[config.mk]
export PLATFORM = sky130hd
export DESIGN_NAME = retimer_channel_status_irq
export DESIGN_NICKNAME = d
export VERILOG_FILES = /design/src/rtl/retimer_pkg.sv /design/src/rtl/ahb_reg_port.sv /design/src/rtl/bit_sync2.sv /design/src/rtl/retimer_channel_status_irq.sv
export VERILOG_INCLUDE_DIRS = /design/src /design/src/rtl
export SDC_FILE = /design/constraint.sdc
export NUM_CORES = 1
export LEC_CHECK = 0
export BUFFER_PORTS_ARGS = -buffer_cell sky130_fd_sc_hd__clkbuf_2
export CAP_MARGIN = 5
export CORE_AREA = 2 2 102 104
export CTS_CLUSTER_DIAMETER = 50
export DETAILED_ROUTE_END_ITERATION = 12
export DIE_AREA = 0 0 104 106
export MAX_ROUTING_LAYER = met4
export PLACE_DENSITY = 0.76
export SYNTH_ARGS = -nofsm -noshare
export SYNTH_HDL_FRONTEND = slang
export SYNTH_HIERARCHICAL = 1
export SYNTH_SLANG_ARGS = --single-unit
[constraint.sdc]
create_clock -name hclk -period 2 [get_ports hclk]
set_clock_uncertainty 0.05 [all_clocks]
set_input_delay 0.1 -clock hclk [delete_from_list [all_inputs] [get_ports hclk]]
set_output_delay 0.1 -clock hclk [all_outputs]
set_load 0.02 [all_outputs]
[src/rtl/retimer_consts.svh]
// Purpose: Register indices, field positions and reset values of the channel status block.
// Assumes: Byte address of a register is four times its index.
// Notes: Definitions only.
`ifndef RETIMER_CONSTS_SVH
`define RETIMER_CONSTS_SVH

// Register indices.
`define IDX_THRESH 8'h76
`define IDX_STATUS 8'h78
`define IDX_CTRL 8'h79
`define IDX_SPARE 8'h7a
`define IDX_IRQ_STAT 8'h80
`define IDX_IRQ_MASK 8'h81
`define IDX_EYE_CFG 8'h82

// Status register fields.
`define ST_SD 5
`define ST_LOCK 4
`define ST_LOCK_EV 3
`define ST_SD_EV 2
`define ST_RANGE 1
`define ST_EYE_EV 0

// Enable register fields.
`define CT_CHK 6
`define CT_GEN 5
`define CT_LOCK_EN 1
`define CT_SD_EN 0

// Interrupt status and mask fields.
`define IRQ_LOCK 0
`define IRQ_SD 1
`define IRQ_EYE 2
`define IRQ_RANGE 3

// Reset values.
`define RST_THRESH 8'h21
`define RST_CTRL 8'h10
`define RST_SPARE 8'h00
`define RST_MASK 4'h0

`endif

[src/rtl/retimer_pkg.sv]
// Purpose: Types shared by the channel status block and its bus port.
// Assumes: Nothing beyond SystemVerilog packed types.
// Notes: Constants live in the header.
package retimer_pkg;

  // One register access, valid for a single enabled cycle.
  typedef struct packed {
    logic valid;
    logic write;
    logic mapped;
    logic [7:0] index;
  } reg_access_t;

  // One eye opening measurement from the eye monitor.
  typedef struct packed {
    logic valid;
    logic [3:0] horizontal;
    logic [3:0] vertical;
  } eye_sample_t;

  // Phases of the bus port.
  typedef enum logic [1:0] {
    ph_idle,
    ph_wait,
    ph_done
  } bus_phase_t;

endpackage
[src/rtl/ahb_reg_port.sv]
// Purpose: AHB-Lite slave front end turning transfers into register accesses.
// Assumes: Single word transfers; every transfer takes one wait state while clk_en is high, more while it is low.
// Notes: Non-word or out-of-range transfers are unmapped; reads return zero.
`timescale 1ns/10ps
`default_nettype none
module ahb_reg_port (
  input wire logic hclk,
  input wire logic hresetn,
  input wire logic clk_en,
  input wire logic hsel,
  input wire logic [31:0] haddr,
  input wire logic [1:0] htrans,
  input wire logic hwrite,
  input wire logic [2:0] hsize,
  input wire logic hready,
  input wire logic [31:0] hwdata,
  input wire logic [31:0] rdata,
  output logic hreadyout,
  output logic hresp,
  output logic [31:0] hrdata,
  output retimer_pkg::reg_access_t access,
  output logic [31:0] wdata
);
  import retimer_pkg::*;

  bus_phase_t phase_r;
  logic take;
  logic write_r;
  logic mapped_r;
  logic [7:0] index_r;

  // An address phase is taken on NONSEQ or SEQ while the bus is ready.
  assign take = clk_en & hsel & htrans[1] & hready;
  assign hreadyout = clk_en & (phase_r != ph_wait);
  assign hresp = 1'b0;
  assign access = '{valid: clk_en & (phase_r == ph_wait), write: write_r,
                    mapped: mapped_r, index: index_r};
  assign wdata = hwdata;

  // Phase sequencing: idle, one wait cycle, then the completing cycle.
  always_ff @(posedge hclk or negedge hresetn) begin
    if (!hresetn) begin
      phase_r <= ph_idle;
    end else if (clk_en) begin
      unique case (phase_r)
        ph_idle: phase_r <= take ? ph_wait : ph_idle;
        ph_wait: phase_r <= ph_done;
        ph_done: phase_r <= take ? ph_wait : ph_idle;
        default: phase_r <= ph_idle;
      endcase
    end
  end

  // Address capture.
  always_ff @(posedge hclk or negedge hresetn) begin
    if (!hresetn) begin
      write_r <= 1'b0;
      mapped_r <= 1'b0;
      index_r <= 8'h00;
    end else if (take) begin
      write_r <= hwrite;
      mapped_r <= (haddr[31:10] == 22'h00_0000) && (haddr[1:0] == 2'b00) &&
                  (hsize == 3'b010);
      index_r <= haddr[9:2];
    end
  end

  // Read data is registered at the end of the wait cycle.
  always_ff @(posedge hclk or negedge hresetn) begin
    if (!hresetn) begin
      hrdata <= 32'h0000_0000;
    end else if (access.valid && !write_r) begin
      hrdata <= rdata;
    end
  end

endmodule
`default_nettype wire

[src/rtl/bit_sync2.sv]
// Purpose: Two flip-flop synchroniser for levels from outside the clock domain.
// Assumes: Inputs are slow levels.
// Notes: The first stage feeds only the second.
`timescale 1ns/10ps
`default_nettype none
module bit_sync2 #(
  parameter int WIDTH = 2
) (
  input wire logic clk,
  input wire logic rst_n,
  input wire logic clk_en,
  input wire logic [WIDTH-1:0] d,
  output logic [WIDTH-1:0] q
);

  logic [WIDTH-1:0] meta_r;

  // Two stages, both frozen while the clock enable is low.
  always_ff @(posedge clk or negedge rst_n) begin
    if (!rst_n) begin
      meta_r <= '0;
      q <= '0;
    end else if (clk_en) begin
      meta_r <= d;
      q <= meta_r;
    end
  end

endmodule
`default_nettype wire

[src/rtl/retimer_channel_status_irq.sv]
// Purpose: Channel status, sticky event flags, enables and interrupt of one retimer channel.
// Assumes: Signal detect and lock come from other domains; eye and adaptation
// signals come from logic on hclk.
// Notes: Registers sit at byte address four times their index.
`timescale 1ns/10ps
`default_nettype none
`include "retimer_consts.svh"

module retimer_channel_status_irq (
  input wire logic hclk,
  input wire logic hresetn,
  input wire logic clk_en,
  input wire logic hsel,
  input wire logic [31:0] haddr,
  input wire logic [1:0] htrans,
  input wire logic hwrite,
  input wire logic [2:0] hsize,
  input wire logic hready,
  input wire logic [31:0] hwdata,
  output logic hreadyout,
  output logic hresp,
  output logic [31:0] hrdata,
  input wire logic signal_present_pin,
  input wire logic clock_recovery_locked_pin,
  input wire logic eye_measure_request,
  input wire logic adaptation_busy,
  input wire retimer_pkg::eye_sample_t eye_sample,
  input wire logic nv_load,
  input wire logic [7:0] nv_thresholds,
  input wire logic [1:0] nv_enables,
  output logic pattern_checker_enable,
  output logic pattern_generator_enable,
  output logic irq
);
  import retimer_pkg::*;

  reg_access_t acc;
  logic [31:0] wdata;
  logic [31:0] rdata;
  logic [1:0] live_s;
  logic signal_present_live;
  logic clock_recovery_locked_live;
  logic sd_prev_r;
  logic lock_prev_r;
  logic [7:0] thresh_r;
  logic [7:0] ctrl_r;
  logic [7:0] spare_r;
  logic eye_flag_enable_r;
  logic [2:0] flags_r;
  logic [2:0] flags_nxt;
  logic eye_range_limit_error_r;
  logic [3:0] irq_stat_r;
  logic [3:0] irq_stat_nxt;
  logic [3:0] irq_mask_r;
  logic lock_rise;
  logic sd_change;
  logic eye_low;
  logic range_rise;
  logic set_lock;
  logic set_sd;
  logic set_eye;
  logic clr_status;
  logic clr_irq;
  logic [7:0] status_byte;

  // True when the access is valid, mapped and aimed at the given index.
  function automatic logic hit(input reg_access_t a, input logic [7:0] idx);
    hit = a.valid && a.mapped && (a.index == idx);
  endfunction

  // True when either eye opening lies below its threshold.
  function automatic logic eye_below(input eye_sample_t s, input logic [7:0] thr);
    eye_below = (s.vertical < thr[7:4]) || (s.horizontal < thr[3:0]);
  endfunction

  // Bus front end; transfers complete with one wait state while clk_en stays high, and clk_en low adds wait states.
  ahb_reg_port u_port (
    .hclk(hclk),
    .hresetn(hresetn),
    .clk_en(clk_en),
    .hsel(hsel),
    .haddr(haddr),
    .htrans(htrans),
    .hwrite(hwrite),
    .hsize(hsize),
    .hready(hready),
    .hwdata(hwdata),
    .rdata(rdata),
    .hreadyout(hreadyout),
    .hresp(hresp),
    .hrdata(hrdata),
    .access(acc),
    .wdata(wdata)
  );

  // Signal detect and lock arrive from the analog side and are synchronised.
  bit_sync2 #(
    .WIDTH(2)
  ) u_sync (
    .clk(hclk),
    .rst_n(hresetn),
    .clk_en(clk_en),
    .d({signal_present_pin, clock_recovery_locked_pin}),
    .q(live_s)
  );

  assign signal_present_live = live_s[1];
  assign clock_recovery_locked_live = live_s[0];

  // Previous synchronised levels for edge detection.
  always_ff @(posedge hclk or negedge hresetn) begin
    if (!hresetn) begin
      sd_prev_r <= 1'b0;
      lock_prev_r <= 1'b0;
    end else if (clk_en) begin
      sd_prev_r <= signal_present_live;
      lock_prev_r <= clock_recovery_locked_live;
    end
  end

  // Event detection; lock, detect and eye events each gated by its own enable, range error ungated.
  assign lock_rise = clock_recovery_locked_live & ~lock_prev_r;
  assign sd_change = signal_present_live ^ sd_prev_r;
  assign eye_low = eye_sample.valid & clock_recovery_locked_live &
                   eye_below(eye_sample, thresh_r);
  assign set_lock = clk_en & lock_rise & ctrl_r[`CT_LOCK_EN];
  assign set_sd = clk_en & sd_change & ctrl_r[`CT_SD_EN];
  assign set_eye = clk_en & eye_low & eye_flag_enable_r;
  assign range_rise = clk_en & eye_measure_request & adaptation_busy &
                      ~eye_range_limit_error_r;
  assign clr_status = hit(acc, `IDX_STATUS) && !acc.write;
  assign clr_irq = hit(acc, `IDX_IRQ_STAT) && !acc.write;

  // Sticky flags: reading clears, a same-cycle event wins over the clear.
  always_comb begin
    flags_nxt = flags_r;
    if (clr_status) begin
      flags_nxt = 3'b000;
    end
    if (set_lock) begin
      flags_nxt[2] = 1'b1;
    end
    if (set_sd) begin
      flags_nxt[1] = 1'b1;
    end
    if (set_eye) begin
      flags_nxt[0] = 1'b1;
    end
  end

  always_ff @(posedge hclk or negedge hresetn) begin
    if (!hresetn) begin
      flags_r <= 3'b000;
    end else if (clk_en) begin
      flags_r <= flags_nxt;
    end
  end

  // Range limit error follows request during adaptation, one cycle late.
  always_ff @(posedge hclk or negedge hresetn) begin
    if (!hresetn) begin
      eye_range_limit_error_r <= 1'b0;
    end else if (clk_en) begin
      eye_range_limit_error_r <= eye_measure_request & adaptation_busy;
    end
  end

  // Enable register; nonvolatile load only touches the two flag enables.
  always_ff @(posedge hclk or negedge hresetn) begin
    if (!hresetn) begin
      ctrl_r <= `RST_CTRL;
    end else if (clk_en) begin
      if (hit(acc, `IDX_CTRL) && acc.write) begin
        ctrl_r <= wdata[7:0];
      end else if (nv_load) begin
        ctrl_r[1:0] <= nv_enables;
      end
    end
  end

  // Threshold register, also loadable from nonvolatile storage.
  always_ff @(posedge hclk or negedge hresetn) begin
    if (!hresetn) begin
      thresh_r <= `RST_THRESH;
    end else if (clk_en) begin
      if (hit(acc, `IDX_THRESH) && acc.write) begin
        thresh_r <= wdata[7:0];
      end else if (nv_load) begin
        thresh_r <= nv_thresholds;
      end
    end
  end

  // Spare register and eye flag enable.
  always_ff @(posedge hclk or negedge hresetn) begin
    if (!hresetn) begin
      spare_r <= `RST_SPARE;
      eye_flag_enable_r <= 1'b0;
    end else if (clk_en) begin
      if (hit(acc, `IDX_SPARE) && acc.write) begin
        spare_r <= wdata[7:0];
      end
      if (hit(acc, `IDX_EYE_CFG) && acc.write) begin
        eye_flag_enable_r <= wdata[0];
      end
    end
  end

  // Interrupt status: set by the flag events and range rise, cleared on read, set wins.
  always_comb begin
    irq_stat_nxt = clr_irq ? 4'h0 : irq_stat_r;
    irq_stat_nxt[`IRQ_LOCK] = irq_stat_nxt[`IRQ_LOCK] | set_lock;
    irq_stat_nxt[`IRQ_SD] = irq_stat_nxt[`IRQ_SD] | set_sd;
    irq_stat_nxt[`IRQ_EYE] = irq_stat_nxt[`IRQ_EYE] | set_eye;
    irq_stat_nxt[`IRQ_RANGE] = irq_stat_nxt[`IRQ_RANGE] | range_rise;
  end

  always_ff @(posedge hclk or negedge hresetn) begin
    if (!hresetn) begin
      irq_stat_r <= 4'h0;
      irq_mask_r <= `RST_MASK;
    end else if (clk_en) begin
      irq_stat_r <= irq_stat_nxt;
      if (hit(acc, `IDX_IRQ_MASK) && acc.write) begin
        irq_mask_r <= wdata[3:0];
      end
    end
  end

  // Registered level interrupt from the next interrupt status and the mask.
  always_ff @(posedge hclk or negedge hresetn) begin
    if (!hresetn) begin
      irq <= 1'b0;
    end else if (clk_en) begin
      irq <= |(irq_stat_nxt & irq_mask_r);
    end
  end

  // Pattern engine enables come straight from the enable register flops.
  assign pattern_checker_enable = ctrl_r[`CT_CHK];
  assign pattern_generator_enable = ctrl_r[`CT_GEN];

  // Status byte layout; bits 7 and 6 read zero.
  always_comb begin
    status_byte = 8'h00;
    status_byte[`ST_SD] = signal_present_live;
    status_byte[`ST_LOCK] = clock_recovery_locked_live;
    status_byte[`ST_LOCK_EV] = flags_r[2];
    status_byte[`ST_SD_EV] = flags_r[1];
    status_byte[`ST_RANGE] = eye_range_limit_error_r;
    status_byte[`ST_EYE_EV] = flags_r[0];
  end

  // Read multiplexer; unmapped addresses read zero.
  always_comb begin
    rdata = 32'h0000_0000;
    if (acc.mapped) begin
      unique case (acc.index)
        `IDX_THRESH: rdata[7:0] = thresh_r;
        `IDX_STATUS: rdata[7:0] = status_byte;
        `IDX_CTRL: rdata[7:0] = ctrl_r;
        `IDX_SPARE: rdata[7:0] = spare_r;
        `IDX_IRQ_STAT: rdata[3:0] = irq_stat_r;
        `IDX_IRQ_MASK: rdata[3:0] = irq_mask_r;
        `IDX_EYE_CFG: rdata[0] = eye_flag_enable_r;
        default: rdata = 32'h0000_0000;
      endcase
    end
  end

  // Live status follows the pin two enabled edges later.
  a_sd_live_follow: assert property (@(posedge hclk) disable iff (!hresetn)
    ($past(clk_en) && $past(clk_en, 2) && $past(hresetn) && $past(hresetn, 2)) |->
      status_byte[`ST_SD] == $past(signal_present_pin, 2))
    else $error("signal detect status does not follow the pin");

  a_lock_live_follow: assert property (@(posedge hclk) disable iff (!hresetn)
    ($past(clk_en) && $past(clk_en, 2) && $past(hresetn) && $past(hresetn, 2)) |->
      status_byte[`ST_LOCK] == $past(clock_recovery_locked_pin, 2))
    else $error("lock status does not follow the pin");

  // A rising lock with its enable raises the lock flag.
  a_lock_flag_set: assert property (@(posedge hclk) disable iff (!hresetn)
    (clk_en && $rose(clock_recovery_locked_live) && ctrl_r[`CT_LOCK_EN] &&
     $past(clk_en)) |=> status_byte[`ST_LOCK_EV])
    else $error("lock flag not raised on lock rise");

  // Either edge of signal detect with its enable raises the detect flag.
  a_sd_flag_set: assert property (@(posedge hclk) disable iff (!hresetn)
    (clk_en && (signal_present_live != sd_prev_r) && ctrl_r[`CT_SD_EN]) |=>
      status_byte[`ST_SD_EV])
    else $error("detect flag not raised on detect change");

  // A low vertical eye opening after lock with the enable set raises the eye flag.
  a_eye_flag_set: assert property (@(posedge hclk) disable iff (!hresetn)
    (clk_en && eye_flag_enable_r && eye_sample.valid &&
     clock_recovery_locked_live &&
     (eye_sample.vertical < thresh_r[7:4])) |=> status_byte[`ST_EYE_EV])
    else $error("eye flag not raised on low vertical opening");

  // Without a status read a raised lock flag holds for three cycles.
  a_flag_sticky: assert property (@(posedge hclk) disable iff (!hresetn)
    (flags_r[2] && !clr_status) |=> flags_r[2] ##1 (flags_r[2] || $past(clr_status)))
    else $error("event flag dropped without a read");

  // Range error follows the request during adaptation one cycle later.
  a_range_err_level: assert property (@(posedge hclk) disable iff (!hresetn)
    (clk_en && eye_measure_request && adaptation_busy) |=>
      status_byte[`ST_RANGE])
    else $error("range error not raised");

  // A write to the enable register drives the checker enable next cycle.
  a_checker_write: assert property (@(posedge hclk) disable iff (!hresetn)
    (clk_en && hit(acc, `IDX_CTRL) && acc.write) |=>
      pattern_checker_enable == $past(wdata[`CT_CHK]))
    else $error("checker enable does not follow its write");

  a_generator_write: assert property (@(posedge hclk) disable iff (!hresetn)
    (clk_en && hit(acc, `IDX_CTRL) && acc.write) |=>
      pattern_generator_enable == $past(wdata[`CT_GEN]))
    else $error("generator enable does not follow its write");

  // With the lock enable clear, a clear lock flag stays clear.
  a_lock_gate_off: assert property (@(posedge hclk) disable iff (!hresetn)
    (!ctrl_r[`CT_LOCK_EN] && !flags_r[2]) |=> !flags_r[2])
    else $error("lock flag raised while disabled");

  a_sd_gate_off: assert property (@(posedge hclk) disable iff (!hresetn)
    (!ctrl_r[`CT_SD_EN] && !flags_r[1]) |=> !flags_r[1])
    else $error("detect flag raised while disabled");

  // A status read in the event cycle leaves the flag set.
  a_set_beats_clear: assert property (@(posedge hclk) disable iff (!hresetn)
    (clr_status && (set_lock || set_sd || set_eye)) |=>
      ((flags_r & $past({set_lock, set_sd, set_eye})) == $past({set_lock, set_sd, set_eye})))
    else $error("event lost in the clearing read cycle");

endmodule
`default_nettype wire

; Word-level counts from Yosys, hierarchy flattened
; Cells that the tools add are included.
[op_classes]
reduce_logical = 39
n_eq_ne = 11
mux = 15
bitwise_logic = 26
magnitude_cmp = 2
[ops]
columns = op, count
row1 = $eq 8x7->1 const B, 4
row2 = $eq 8x8->1 const B, 3
row3 = $mux 8, 3
row4 = $logic_not 22->1, 1
row5 = $and 1x1->1, 18
row6 = $logic_and 1x1->1, 18
row7 = $pmux 3 s6, 1
row8 = $reduce_and 2->1, 9
row9 = $pmux 4 s4, 1
row10 = $reduce_bool 2->1, 5
row11 = $lt 4x4->1, 2
row12 = $pmux 1 s7, 1
row13 = $and 4x4->4, 1
row14 = $logic_not 2->1, 2
row15 = $mux 1, 4
row16 = $mux 2, 2
row17 = $mux 4, 1
row18 = $or 1x1->1, 4
row19 = $pmux 2 s2, 1
row20 = $reduce_or 4->1, 1
row21 = $eq 3x2->1 const B, 1
row22 = $mux 3, 1
row23 = $eq 2x1->1 const B, 1
row24 = $eq 2x2->1 const B, 1
row25 = other kinds (6), 7
[totals]
ff_bits = 88
elab_cells = 114

; Depth between registers and ports, before layout
[depth]
ltp_word = 9
depth_mapped = 8
mapped_depth_nobuf = 7

; Modules after synthesis
; Netlist, hierarchy kept.
[modules_own_cells]
columns = module, seq_area_each_um2, cells_per_inst, area_per_inst_um2, instances
row1 = retimer_channel_status_irq, 1004.7, 227, 2306.0, 1
row2 = ahb_reg_port, 1101.1, 144, 2189.6, 1
row3 = bit_sync2, 100.1, 8, 145.1, 1

; Worst setup path after synthesis
; Ideal clock, no wire load.
[synth_path]
path_type = register to register
startpoint = reg u_port.index_r[3]
endpoint = reg irq_mask_r[0]
stages_incl_launch_ff = 5
t_arrival_ns = 2.024
setup_slack_ns = -0.199
required_time_ns = 1.825
synth_period_minus_slack_ns = 2.199
setup_ns = 0.125
cell_sequence = dfrtp_1 or3_4 or4b_4 or3_4 mux2_4
[synth_via]
elab_chain_cells = 4
[synth_lines]
columns = item, line_no
row1 = "start, declared", ahb_reg_port.sv:30  ; logic [7:0] index_r;
row2 = "start signal, assigned", ahb_reg_port.sv:64  ; index_r <= haddr[9:2];
row3 = $eq 8x8->1, retimer_channel_status_irq.sv:68  ; hit = a.valid && a.mapped && (a.index == idx);
row4 = $logic_and 1x1->1, retimer_channel_status_irq.sv:68
row5 = $logic_and 1x1->1, retimer_channel_status_irq.sv:224  ; if (hit(acc, `IDX_IRQ_MASK) && acc.write) begin
row6 = $reduce_and 2->1 (no line), n/a
row7 = "end signal, assigned", retimer_channel_status_irq.sv:221  ; irq_mask_r <= `RST_MASK;
row8 = "end signal, assigned", retimer_channel_status_irq.sv:225  ; irq_mask_r <= wdata[3:0];
row9 = "end, declared", retimer_channel_status_irq.sv:54  ; logic [3:0] irq_mask_r;
; No other way between the ends.
; A chain may end at the register's enable or synchronous reset.

; Worst setup path after layout
[layout_path]
startpoint = reg u_port.index_r[3]
endpoint = reg irq_mask_r[1]
; The elaborated chain is that of the path after synthesis.

==> results <==
- The flow ran to the end, but the final reports show violations.
- The final reports fail on negative setup slack.
- The number of nets still failing antenna checks after routing is 0.
- For this design the ratio of total power to cell area is 846 nW/um^2.
- The routed wire length is between 10 and 15 mm.
- The number of global-route vias before repair is 3765.
- The leftover overflow at the end of global routing is 0.
- The number of max-cap violations is 0.
- The number of buffers on the longest clock path is 2.
- The internal reg-to-reg setup slack is -0.18 ns.
- The average size of a mapped cell is 12.6 sq um.
- The die covers between 10000 and 15000 sq um.
- In this run the critical register-to-register path is captured at irq_mask_r[1]$_DFFE_PN0P_.
- The minimum clock period is between 2 and 2.5 ns.
- The highest metal layer with signal wires is met4.
- The worst setup path is captured at a flop.
- Setup repair after global routing could not meet its margin everywhere.
- In this run the cell area of the synthesized design comes to 4460 sq um.
- STA classifies the critical path startpoint as a flop.
- The worst hold path belongs to the class in -> reg.
- After legalization and detailed placement, the total HPWL measured approximately 8.2 mm.
- The critical path ends at irq_mask_r[1]$_DFFE_PN0P_.
- The number of remaining DRC errors is 0.
- For the pin with the worst max-slew slack, the measured transition is 0.512 ns.
- The largest voltage drop on the vdd net is roughly 0.43 mV.
- The TritonCTS clock tree is done.
- The number of buffers inserted by port buffering is about 110.
- 0 antenna diodes ended up in the layout.
- The starting density of the core is 44.6%.
- In this run the core area contains 37 standard-cell rows.
- The count of final max-slew check failures is 0.
- The routability congestion estimate is 0.900.
- For this design the static power due to leakage is ~3.1 nW.
- The clock-pin slew reported for the worst setup and hold paths after clock tree synthesis is 0.08 ns.
- After detailed routing, the number of vias per cell comes to just over 5.
- CTS built an H-tree with a depth of 3.
- The count of TritonRoute iterations in the first routing pass is 5.
- The cell at the root of the clock tree is sky130_fd_sc_hd__clkbuf_8.
- In the final routing, the length of wire on met1 measures around 5.0 mm.
- After layout, the worst setup slack is -0.176 ns.
- The final layout contains 660 nets.
- The first routing iteration left between 200 and 300 violations.
- The critical path class is reg -> reg.
- Final hold analysis gives a worst-case slack of approximately 0.0035 ns.
- The maximum clock rate is 0.459 GHz.
- The area growth from synthesis to layout is 38.3%.
- At the later pin of the worst-skew pair, clock insertion delay measures ~0.35 ns.
- In this run the worst path has a maximum fanout of 4.
- Power comes to approximately 5.2 mW.
- Dividing the final minimum period by the clock period gives 109%.
- The reg-to-reg critical path startpoint is u_port/index_r[3]$_DFFE_PN0P_.
- Once layout is complete, the utilization of the core stands at about 62%.
- The initial antenna violation count is 0.
- The first global-routing pass estimated around 19 mm of wire.
- The detailed-route via count is 3594.
- For this run, the total global-route usage over all layers was measured as 22.9%.
- Buffers inserted during clock tree synthesis total 9.
- Yosys printed 6 warnings.
- Summing all placed instances gives a cell area of approximately 5400 sq um.
- The final non-filler cell area is 6170 sq um.
- The required time of the worst setup path is 2.19 ns.
- The fraction of layout instances using a drive strength above 1 is 45.9%.
- The worst setup path startpoint is u_port/index_r[3]$_DFFE_PN0P_.
- For this design the top-level I/O count stands at around 140.
- The die is 106 um tall.
- The depth of the worst register-to-register path is 4.
- The arrival time reported for the critical path endpoint is about 2.4 ns.
- The core region is about 10000 sq um.
- The die extent in x is approximately 100 um.
- The gate count of the mapped netlist is ~360.
- The post-placement cell count is 639.
- The count of endpoints failing hold in the final timing report is 0.
- The startpoint of the tightest hold check path is hwdata[0].
- Entering global routing, the biggest net connects 60 pins.
- The number of failing setup endpoints in the final timing report is 27.
- Once layout is complete, the cells apart from fillers number ~700.
- In the detailed route, the total length drawn on met2 is around 6.1 mm.
- The met3 routed wirelength is between 400 and 500 um.
- The headroom to the max-slew limit is approximately 66%.
- The CTS sink count is 88.
- Dividing the detail-routed wire length by the instance count gives 17.3 um.
-- sequential cells by signal, indices dropped and copies added, names as in the netlist, 3 cells and up --
name            count
ctrl_r              8
flags_r             3
irq_mask_r          4
irq_stat_r          4
spare_r             8
thresh_r            8
u_port/hrdata      32
u_port/index_r      8
-- routing by layer --
| layer | vias up | GRT usage [%] |
|---|---|---|
| met3 | 39 | 3.49 |
| met5 | - | - |
| met2 | 137 | 38.4 |
| met1 | 1739 | 26.8 |
| met4 | 0 | 12.0 |
| li1 | 1679 | - |
-- cell usage in the layout, fill, tap and decap left out, types with 3 or more instances in the layout --
| cell | n |
|---|---|
| sky130_fd_sc_hd__clkbuf_2 | 108 |
| sky130_fd_sc_hd__dfrtp_1 | 84 |
| sky130_fd_sc_hd__mux2_4 | 47 |
| sky130_fd_sc_hd__dlygate4sd3_1 | 37 |
| sky130_fd_sc_hd__buf_4 | 33 |
| sky130_fd_sc_hd__conb_1 | 25 |
| sky130_fd_sc_hd__mux2_2 | 17 |
| sky130_fd_sc_hd__a21oi_1 | 15 |
| sky130_fd_sc_hd__nor2_1 | 15 |
| sky130_fd_sc_hd__nand2_1 | 14 |
| sky130_fd_sc_hd__inv_1 | 12 |
| sky130_fd_sc_hd__o22ai_1 | 10 |
| sky130_fd_sc_hd__clkbuf_8 | 10 |
| sky130_fd_sc_hd__nor3_1 | 9 |
| sky130_fd_sc_hd__mux2i_1 | 8 |
| sky130_fd_sc_hd__a21o_1 | 7 |
| sky130_fd_sc_hd__ha_1 | 6 |
| sky130_fd_sc_hd__buf_6 | 6 |
| sky130_fd_sc_hd__a22o_1 | 5 |
| sky130_fd_sc_hd__o21ai_0 | 5 |
| sky130_fd_sc_hd__o211ai_1 | 5 |
| sky130_fd_sc_hd__nor4_1 | 5 |
| sky130_fd_sc_hd__nor3_4 | 4 |
| sky130_fd_sc_hd__nand3_1 | 4 |
| sky130_fd_sc_hd__buf_12 | 4 |
| sky130_fd_sc_hd__a22oi_1 | 3 |
| sky130_fd_sc_hd__a222oi_1 | 3 |
| sky130_fd_sc_hd__or3_4 | 3 |
| sky130_fd_sc_hd__o31a_1 | 3 |
| sky130_fd_sc_hd__nor3b_1 | 3 |
| sky130_fd_sc_hd__dfstp_2 | 3 |
-- metrics by stage --
| step | setup WS [ns] | setup TNS, ns |
|---|---|---|
| 6_report | -0.176 | -2.70 |
| 5_1_grt | -0.207 | -4.46 |
| 4_1_cts | -0.178 | -1.38 |
| 3_5_place_dp | -0.180 | -2.53 |
| 3_3_place_gp | -0.128 | -1.74 |
| 2_1_floorplan | -0.199 | -0.920 |
-- what timing repair did --
action | CTS | global route
hold buffers | 36 | 1
hold endpoints to repair | 55 | 1
setup buffers | 5 | 3
pin swaps | 8 | 14
setup endpoints to repair | 26 | 28
gates resized for setup | 12 | 19
-- power breakdown --
part           leakage [nW]  switching (mW)  internal [mW]
clock network         0.110           0.621          0.736
logic                  1.88           0.777          0.803
registers              1.09           0.201           2.08
-- worst max-delay path, stage by stage, from the launching register on --
cell,delay [ns]
sky130_fd_sc_hd__dfrtp_1,0.39
sky130_fd_sc_hd__or3_4,0.39
sky130_fd_sc_hd__or4b_4,0.50
sky130_fd_sc_hd__or3_4,0.43
sky130_fd_sc_hd__mux2_4,0.31
-- worst min-delay path by stage --
stage          cells past startpoint                       endpoint
2_1_floorplan                      0          ctrl_r[0]$_DFFE_PN0P_
3_3_place_gp                       1  u_port/hrdata[12]$_DFFE_PN0P_
3_5_place_dp                       1  u_port/hrdata[12]$_DFFE_PN0P_
4_1_cts                            3        thresh_r[3]$_DFFE_PN0P_
5_1_grt                            2         spare_r[2]$_DFFE_PN0P_
6_report                           3         spare_r[0]$_DFFE_PN0P_
-- layout make-up --
class | instances | area, sq um
Tap cell | 136 | 170
Sequential cell | 88 | 2210
Clock inverter | 4 | 70.1
Inverter | 12 | 45.0
Clock buffer | 12 | 145
Fill cell | 820 | 3830
Timing Repair Buffer | 188 | 1310
Multi-Input combinational cell | 256 | 2220
(Power assumes the default switching activity.)
